==> src/inc/dcp_pkg.sv <==
// digitizer context packet builder: shared constants and carrier types
// assumes a single 200 MHz clock domain; no bus, all controls are ports
// Operation
// - header packet type field is 0100
// - class flag clear, no class word
// - reserved header bits driven 00
// - timestamp mode bit is 0
// - integer timestamp type field is 01
// - fractional timestamp type field is 10
// - four-bit packet count, wraps after 1111
// - size field counts whole packet
// - stream identifier word 0x90000002 follows header
// - seconds, two picosecond words, indicator, in order
// - seconds counted since 1970 epoch
// - picoseconds since last seconds advance
// - presence bits 29, 26, 24, 14
// - fields in bit order: 2,2,1,11 words
// - bit 31 marks change, changed fields present
// - packet with change bit clear allowed
// - bandwidth 64-bit, point right of bit 20
// - frequency offset 64-bit, point right of bit 20
// - words big-endian, msb first
// - size field in 32-bit words
// - reference level upper half zero, q7 format
`default_nettype none
package dcp_pkg;

	// ----------------------------------------
	// header fields
	// ----------------------------------------
	localparam logic [3:0] PKT_TYPE_CONTEXT = 4'h4;
	localparam logic [0:0] CLASS_FLAG = 1'h0;
	localparam logic [1:0] RESERVED_BITS = 2'h0;
	localparam logic [0:0] TS_MODE = 1'h0;
	localparam logic [1:0] TS_INT_UTC = 2'h1;
	localparam logic [1:0] TS_FRAC_PS = 2'h2;
	localparam logic [3:0] PKT_COUNT_RESET = 4'h0;
	localparam logic [31:0] STREAM_ID = 32'h90000002;

	// ----------------------------------------
	// indicator positions and field lengths in words
	// ----------------------------------------
	localparam int IND_CHANGE = 31;
	localparam int IND_BANDWIDTH = 29;
	localparam int IND_FREQ_OFFSET = 26;
	localparam int IND_REF_LEVEL = 24;
	localparam int IND_GEO = 14;
	localparam logic [15:0] PREFIX_WORDS = 16'h0006;
	localparam logic [15:0] BW_WORDS = 16'h0002;
	localparam logic [15:0] FO_WORDS = 16'h0002;
	localparam logic [15:0] RL_WORDS = 16'h0001;
	localparam logic [15:0] GEO_WORDS = 16'h000b;
	localparam logic [3:0] GEO_LAST = 4'ha;

	// ----------------------------------------
	// carriers
	// ----------------------------------------
	typedef struct packed {
		logic [63:0] bandwidth;
		logic [63:0] freq_offset;
		logic [15:0] ref_level;
		logic [351:0] geo;
	} dcp_fields_type;

	typedef struct packed {
		logic bandwidth;
		logic freq_offset;
		logic ref_level;
		logic geo;
	} dcp_present_type;

	typedef struct packed {
		logic [31:0] seconds;
		logic [63:0] picoseconds;
	} dcp_time_type;

	typedef struct packed {
		logic [31:0] data;
		logic last;
	} dcp_word_type;

endpackage
`default_nettype wire

==> src/logic/dcp_builder.sv <==
// digitizer context packet builder top
// inputs are on clk_sys; words leave as a valid/ready stream of 32-bit words
`timescale 1ns/1ps
`default_nettype none
module dcp_builder (
	// clock and reset
	input wire logic clk_sys,
	input wire logic arst_n,
	// current digitizer settings
	input wire dcp_pkg::dcp_fields_type settings,
	input wire logic geo_enable,
	// time of day
	input wire dcp_pkg::dcp_time_type now,
	// software request for a full report with change bit clear, or the change packet when fields have changed
	input wire logic report_req,
	// word stream
	output logic word_valid,
	input wire logic word_ready,
	output logic [31:0] word_data,
	output logic word_last,
	// status
	output logic busy,
	output logic [3:0] pkt_count
);
	// ----------------------------------------
	// state
	// ----------------------------------------
	typedef enum logic [6:0] {
		ST_IDLE = 7'b0000001,
		ST_HEADER = 7'b0000010,
		ST_PREFIX = 7'b0000100,
		ST_BW = 7'b0001000,
		ST_FO = 7'b0010000,
		ST_RL = 7'b0100000,
		ST_GEO = 7'b1000000
	} dcp_state_type;

	dcp_state_type state;
	dcp_pkg::dcp_fields_type last_sent;
	dcp_pkg::dcp_fields_type snap;
	dcp_pkg::dcp_time_type snap_time;
	dcp_pkg::dcp_present_type present;
	dcp_pkg::dcp_present_type next_present;
	logic snap_change;
	logic last_geo_en;
	logic report_pend;
	logic [3:0] idx;
	logic [15:0] size_words;
	logic [15:0] next_size;
	logic src_valid;
	logic src_ready;
	logic [31:0] src_data;
	logic src_last;
	logic changed;
	logic start;
	logic step;

	// ----------------------------------------
	// change detection and snapshot
	// ----------------------------------------
	always_comb begin
		next_present.bandwidth = settings.bandwidth != last_sent.bandwidth;
		next_present.freq_offset = settings.freq_offset != last_sent.freq_offset;
		next_present.ref_level = settings.ref_level != last_sent.ref_level;
		next_present.geo = geo_enable && (settings.geo != last_sent.geo || !last_geo_en);
		changed = |next_present;
		if (report_pend && !changed) begin
			// full report: every field present, geolocation only while geo_enable, change bit clear
			next_present.bandwidth = 1'b1;
			next_present.freq_offset = 1'b1;
			next_present.ref_level = 1'b1;
			next_present.geo = geo_enable;
		end
	end

	assign start = (state == ST_IDLE) && (changed || report_pend);

	dcp_size u_size (
		.present(next_present),
		.words(next_size)
	);

	always_ff @(posedge clk_sys or negedge arst_n) begin
		if (!arst_n) begin
			report_pend <= 1'b0;
		end else if (report_req) begin
			report_pend <= 1'b1;
		end else if (start) begin
			report_pend <= 1'b0;
		end
	end

	// latch one consistent snapshot per packet
	always_ff @(posedge clk_sys or negedge arst_n) begin
		if (!arst_n) begin
			snap <= '0;
			snap_time <= '0;
			present <= '0;
			snap_change <= 1'b0;
			size_words <= '0;
			last_sent <= '0;
			last_geo_en <= 1'b0;
		end else if (start) begin
			snap <= settings;
			snap_time <= now;
			present <= next_present;
			snap_change <= changed;
			size_words <= next_size;
			last_sent <= settings;
			last_geo_en <= geo_enable;
		end
	end

	// ----------------------------------------
	// word sequencer
	// ----------------------------------------
	assign step = src_valid && src_ready;

	always_ff @(posedge clk_sys or negedge arst_n) begin
		if (!arst_n) begin
			state <= ST_IDLE;
			idx <= '0;
		end else begin
			unique case (state)
				ST_IDLE: begin
					idx <= '0;
					if (start) state <= ST_HEADER;
				end
				ST_HEADER: begin
					if (step) state <= ST_PREFIX;
				end
				ST_PREFIX: begin
					// stream id, seconds, two picosecond words, indicator
					if (step) begin
						idx <= 4'(idx + 4'h1);
						if (idx == 4'h4) begin
							idx <= '0;
							if (present.bandwidth) state <= ST_BW;
							else if (present.freq_offset) state <= ST_FO;
							else if (present.ref_level) state <= ST_RL;
							else if (present.geo) state <= ST_GEO;
							else state <= ST_IDLE;
						end
					end
				end
				ST_BW: begin
					if (step) begin
						idx <= 4'(idx + 4'h1);
						if (idx == 4'h1) begin
							idx <= '0;
							if (present.freq_offset) state <= ST_FO;
							else if (present.ref_level) state <= ST_RL;
							else if (present.geo) state <= ST_GEO;
							else state <= ST_IDLE;
						end
					end
				end
				ST_FO: begin
					if (step) begin
						idx <= 4'(idx + 4'h1);
						if (idx == 4'h1) begin
							idx <= '0;
							if (present.ref_level) state <= ST_RL;
							else if (present.geo) state <= ST_GEO;
							else state <= ST_IDLE;
						end
					end
				end
				ST_RL: begin
					if (step) begin
						if (present.geo) state <= ST_GEO;
						else state <= ST_IDLE;
					end
				end
				ST_GEO: begin
					if (step) begin
						idx <= 4'(idx + 4'h1);
						if (idx == dcp_pkg::GEO_LAST) begin
							idx <= '0;
							state <= ST_IDLE;
						end
					end
				end
			endcase
		end
	end

	always_ff @(posedge clk_sys or negedge arst_n) begin
		if (!arst_n) begin
			pkt_count <= dcp_pkg::PKT_COUNT_RESET;
		end else if (step && state == ST_HEADER) begin
			pkt_count <= 4'(pkt_count + 4'h1);
		end
	end

	always_ff @(posedge clk_sys or negedge arst_n) begin
		if (!arst_n) begin
			busy <= 1'b0;
		end else begin
			busy <= (state != ST_IDLE) || start;
		end
	end

	// ----------------------------------------
	// word contents
	// ----------------------------------------
	always_comb begin
		src_valid = state != ST_IDLE;
		src_data = '0;
		src_last = 1'b0;
		unique case (state)
			ST_IDLE: src_data = '0;
			ST_HEADER: begin
				src_data = {dcp_pkg::PKT_TYPE_CONTEXT, dcp_pkg::CLASS_FLAG,
					dcp_pkg::RESERVED_BITS, dcp_pkg::TS_MODE,
					dcp_pkg::TS_INT_UTC, dcp_pkg::TS_FRAC_PS,
					pkt_count, size_words};
			end
			ST_PREFIX: begin
				unique case (idx)
					4'h0: src_data = dcp_pkg::STREAM_ID;
					4'h1: src_data = snap_time.seconds;
					4'h2: src_data = snap_time.picoseconds[63:32];
					4'h3: src_data = snap_time.picoseconds[31:0];
					default: begin
						src_data[dcp_pkg::IND_CHANGE] = snap_change;
						src_data[dcp_pkg::IND_BANDWIDTH] = present.bandwidth;
						src_data[dcp_pkg::IND_FREQ_OFFSET] = present.freq_offset;
						src_data[dcp_pkg::IND_REF_LEVEL] = present.ref_level;
						src_data[dcp_pkg::IND_GEO] = present.geo;
						src_last = !(|present);
					end
				endcase
			end
			ST_BW: begin
				// upper word first, keeping the 64-bit value big-endian
				src_data = idx[0] ? snap.bandwidth[31:0] : snap.bandwidth[63:32];
				src_last = idx[0] && !present.freq_offset && !present.ref_level
					&& !present.geo;
			end
			ST_FO: begin
				src_data = idx[0] ? snap.freq_offset[31:0] : snap.freq_offset[63:32];
				src_last = idx[0] && !present.ref_level && !present.geo;
			end
			ST_RL: begin
				src_data = {16'h0000, snap.ref_level};
				src_last = !present.geo;
			end
			ST_GEO: begin
				src_data = snap.geo[(dcp_pkg::GEO_LAST - idx) * 32 +: 32];
				src_last = idx == dcp_pkg::GEO_LAST;
			end
		endcase
	end

	// ----------------------------------------
	// output buffer
	// ----------------------------------------
	dcp_skid #(
		.WIDTH(33)
	) u_skid (
		.clk_sys(clk_sys),
		.arst_n(arst_n),
		.in_valid(src_valid),
		.in_ready(src_ready),
		.in_data({src_data, src_last}),
		.out_valid(word_valid),
		.out_ready(word_ready),
		.out_data({word_data, word_last})
	);
endmodule // dcp_builder
`default_nettype wire

==> src/logic/dcp_skid.sv <==
// two-entry skid buffer for packet words
// assumes source and sink share clk_sys
`timescale 1ns/1ps
`default_nettype none
module dcp_skid #(
	parameter int WIDTH = 33
) (
	// clock and reset
	input wire logic clk_sys,
	input wire logic arst_n,
	// filling side
	input wire logic in_valid,
	output logic in_ready,
	input wire logic [WIDTH-1:0] in_data,
	// draining side
	output logic out_valid,
	input wire logic out_ready,
	output logic [WIDTH-1:0] out_data
);
	logic [WIDTH-1:0] spare;
	logic spare_full;

	// ready is registered so the source never sees a combinational path
	assign in_ready = ~spare_full;

	always_ff @(posedge clk_sys or negedge arst_n) begin
		if (!arst_n) begin
			out_valid <= 1'b0;
			out_data <= '0;
			spare_full <= 1'b0;
			spare <= '0;
		end else begin
			if (!out_valid || out_ready) begin
				if (spare_full) begin
					out_valid <= 1'b1;
					out_data <= spare;
					spare_full <= 1'b0;
				end else begin
					out_valid <= in_valid;
					out_data <= in_data;
				end
			end else if (in_valid && in_ready) begin
				spare <= in_data;
				spare_full <= 1'b1;
			end
		end
	end
endmodule // dcp_skid
`default_nettype wire

==> src/logic/dcp_size.sv <==
// packet length from the presence flags
// pure combinational helper on the same clock
`timescale 1ns/1ps
`default_nettype none
module dcp_size (
	// presence
	input wire dcp_pkg::dcp_present_type present,
	// length in words
	output logic [15:0] words
);
	always_comb begin
		words = dcp_pkg::PREFIX_WORDS;
		if (present.bandwidth) words = 16'(words + dcp_pkg::BW_WORDS);
		if (present.freq_offset) words = 16'(words + dcp_pkg::FO_WORDS);
		if (present.ref_level) words = 16'(words + dcp_pkg::RL_WORDS);
		if (present.geo) words = 16'(words + dcp_pkg::GEO_WORDS);
	end
endmodule // dcp_size
`default_nettype wire

==> config.mk <==
export PLATFORM = sky130hd
export DESIGN_NAME = dcp_builder
export DESIGN_NICKNAME = d
export VERILOG_FILES = /design/src/inc/dcp_pkg.sv /design/src/logic/dcp_builder.sv /design/src/logic/dcp_skid.sv /design/src/logic/dcp_size.sv
export SDC_FILE = /design/constraint.sdc
export NUM_CORES = 2
export LEC_CHECK = 0
export ABC_AREA = 1
export BUFFER_PORTS_ARGS = -buffer_cell sky130_fd_sc_hd__buf_4
export CAP_MARGIN = 15
export CORE_MARGIN = 2
export CORE_UTILIZATION = 38
export CTS_CLUSTER_DIAMETER = 100
export DETAILED_ROUTE_END_ITERATION = 8
export PLACE_DENSITY = 0.56
export SYNTH_ARGS = -nofsm -noshare
export SYNTH_HDL_FRONTEND = slang
export SYNTH_HIERARCHICAL = 1
export SYNTH_SLANG_ARGS = --single-unit
==> constraint.sdc <==
create_clock -name clk_sys -period 10.54 [get_ports clk_sys]
set_clock_uncertainty 0.1 [all_clocks]
set_input_delay 0.527 -clock clk_sys [delete_from_list [all_inputs] [get_ports clk_sys]]
set_output_delay 0.527 -clock clk_sys [all_outputs]
set_load 0.1 [all_outputs]
==> results.md <==
* Critical-path maximum fanout at 85
* Worst slew pin tran at 1.18 ns
* CTS tree: yes
* Die Height at 331 um
* Post-DP HPWL at 138,000 um
* # setup viols final at 0
* DR vias/cell at 5.17
* Most frequent cell after synthesis: nand2_1
* Initial core utilization at 38.4%
* First-pass GRT wire length at 262,000 um
* Initial DRC Count at 5,115
* Synth area leaders: dfrtp_1 (43%), nand2_1 (23%), inv_1 (5.7%), o21ai_0 (4.9%), o21ai_1 (3.1%)
* Global-route usage over all layers at 33.0%
* Syn Inst Count at 5,878
* Die area at 0.109 sq mm
* FF/Latch Area at 0.0175 sq mm
* Postcts setup bufs at 0
* Fill cells at 10,600
* Async SR Flop Fraction at 100%
* Setup_tns at 0 ns
* Most used DFF post-synth: dfrtp_1
* Distinct cell type count after synthesis at 53
* DP Worst Slack at 5.05 ns
* Row count at 119
* Longest Clk Path Bufs at 3
* Share of the cycle needed by the critical path after routing at 54.9%
* Multi-input combinational cell area at 0.0191 sq mm
* Hold Path Class: in -> reg
* Final Net Count at 7,310
* DRT Pass-1 Iters at 8
* FMAX at 0.173 GHz
* Seq/Total Area, Yosys at 43.1%
* Routability cong. at 0.985
* CTS H-tree lvls at 3
* Yosys warnings at 6
* Hold Violations, Final at 0
* Most frequent cells after synthesis: nand2_1 (2,508), dfrtp_1 (698), inv_1 (621), o21ai_0 (394), nor2_1 (311)
* Synthesized area per cell at 6.90 sq um
* Reg clk slew, reported paths at 0.06 ns
* Post-Place Cells at 7,674
* Final ANT Viol Nets at 0
* DR WL/cell at 22.6 um
* Req. time, crit path at 11.06 ns
* Layout overhead on the synthesized area at 28.8%
* Crit path capture type: flop
* Hold_buf cts at 333
* Leak pwr at 26.7 nW
* Number of synthesized flops with an enable pin at 0
* Slew HR at 21.1%
* Area leader, netlist: dfrtp_1
* Synthesis-stage register bit count at 699
* Post-CTS sizing at 0
* Unrepaired setup endpoints after global routing: false
* Max-Cap Viols at 0
* TritonCTS Sinks at 699
* Min Clock Period, post-route at 5.79 ns
* Worst Slack Setup Final at 4.75 ns
* Residual DRC at 0
* Fin cells at 8,178
* Peak VDD IR at 0.118 mV
* Worst-skew pair later-pin latency at 0.69 ns
* Port Buffers at 635
* Vias in the first global route at 39,000
* Mapped cell area at 0.0406 sq mm
* CORE AREA at 0.106 sq mm
* Share of layout cells above drive strength 1 at 13.0%
* Status: complete, no violations
* Routed WL at 185,000 um
* Io pins at 636
* Worst EP arrival at 6.31 ns
* Initial antenna violation count at 17
* PwrDens at 237 mW/mm^2
* CTS Root Cell: clkbuf_16
* Total number of vias at 42,300
* Grt ovf at 0
* Cts bufs inserted at 86
* Synth top area share at 43.1%
* Die extent in x at 331 um
* Crit path kind: reg -> reg
* Startpoint Class: flop
* Largest net degree at the start of global routing at 238
* Slew Limit Fails at 0
## registers in the layout, indices dropped and copies added (netlist names), 4 cells and up
name	cells
state	7
pkt_count	4
snap_time	96
snap	496
idx	4
u_skid/spare	33
u_skid/out_data	33
size_words	16
present	4
## placed cells by master, fill, tap and decap left out, types with 7 or more instances in the layout
cell	n
nand4_1	27
conb_1	11
nand2_1	2508
xor2_1	60
inv_2	10
inv_1	620
dlygate4sd3_1	334
nor2_1	309
o2111ai_1	11
clkinv_2	18
a31oi_1	20
clkbuf_16	87
clkbuf_1	15
buf_12	8
o211ai_1	23
nand3_1	220
diode_2	14
buf_4	662
clkbuf_8	24
o21ai_1	254
nor3_1	26
o21ai_0	394
a221oi_1	25
dfrtp_1	696
o22ai_1	13
a22o_1	7
xnor2_1	117
a21oi_1	161
or2_2	36
## through the flow
| stage | cell area, sq um | power, mW | hold WS (ns) | util (%) |
|---|---|---|---|---|
| finish | 52200 | 12.3 | 0.0195 | 49.5 |
| global route | 52200 | 13.0 | 0.0191 | 49.4 |
| CTS | 52200 | 12.3 | 0.0000320 | 49.4 |
| detailed placement | 45900 | 9.01 | 0.358 | 43.5 |
| global placement | 45900 | 8.94 | 0.353 | 43.5 |
| floorplan | 40600 | 7.20 | 0.131 | - |
## cell type report
| cell class | instances | share of cell area [%] |
|---|---|---|
| Clock inverter | 30 | 0.697 |
| Multi-Input combinational cell | 4279 | 36.6 |
| Timing Repair Buffer | 1005 | 16.3 |
| Sequential cell | 699 | 33.5 |
| Clock buffer | 126 | 4.91 |
| Inverter | 634 | 4.58 |
| Tap cell | 1391 | 3.33 |
| Antenna cell | 14 | 0.0671 |
## critical path: stages (launching register included)
cell and delay [ns]:
dfrtp_4 0.60, inv_6 0.43, ha_2 0.40, buf_12 0.20
inv_2 0.51, buf_4 0.46, nand2_1 0.72, o21ai_0 0.95
nand3_1 0.19, a21oi_1 0.45, a2111o_1 0.17, or2_2 0.10
nand3_1 0.07, nand2_1 0.10
## final timing paths
kind	from	to	slack (ns)	depth (start not counted)
worst max-delay path	idx[0]$_DFFE_PN0P_	u_skid/out_data[3]$_DFFE_PN0P_	4.75	13
worst min-delay path	settings[250]	snap[250]$_DFFE_PN0P_	0.02	3
worst max register to register	idx[0]$_DFFE_PN0P_	u_skid/out_data[3]$_DFFE_PN0P_	4.75	13
worst min register to register	u_skid/spare[17]$_DFFE_PN0P_	u_skid/spare[17]$_DFFE_PN0P_	0.37	2
max in group asynchronous	arst_n	snap[414]$_DFFE_PN0P_	7.83	4
min in group asynchronous	arst_n	snap[144]$_DFFE_PN0P_	0.31	2
## cell families after synthesis
kind of cell | after synthesis | share of synthesized area (%)
adders and majority gates | 8 | 0.265
xor gates and xnor gates | 178 | 3.84
other | 1 | 0.00925
AOI/OAI and AO/OA | 927 | 12.3
and+or+nand+nor | 3154 | 30.6
muxes | 1 | 0.0247
buffers and inverters | 910 | 9.87
DFF | 699 | 43.1
## per-layer routing
layer / share of wire (%) / GRT usage [%] / up-vias
met4: 4.8 / 14.0 / 12
met2: 43 / 48.2 / 1964
met5: 0.045 / 0 / -
li1: - / - / 20000
met3: 9.4 / 6.98 / 310
met1: 43 / 47.1 / 20000
## power by group
group          total, mW  internal (mW)  switching, mW
clock               3.13           1.83           1.30
combinational       4.59           1.56           3.04
sequential          4.62           3.67          0.955
(Power assumes the default switching activity.)
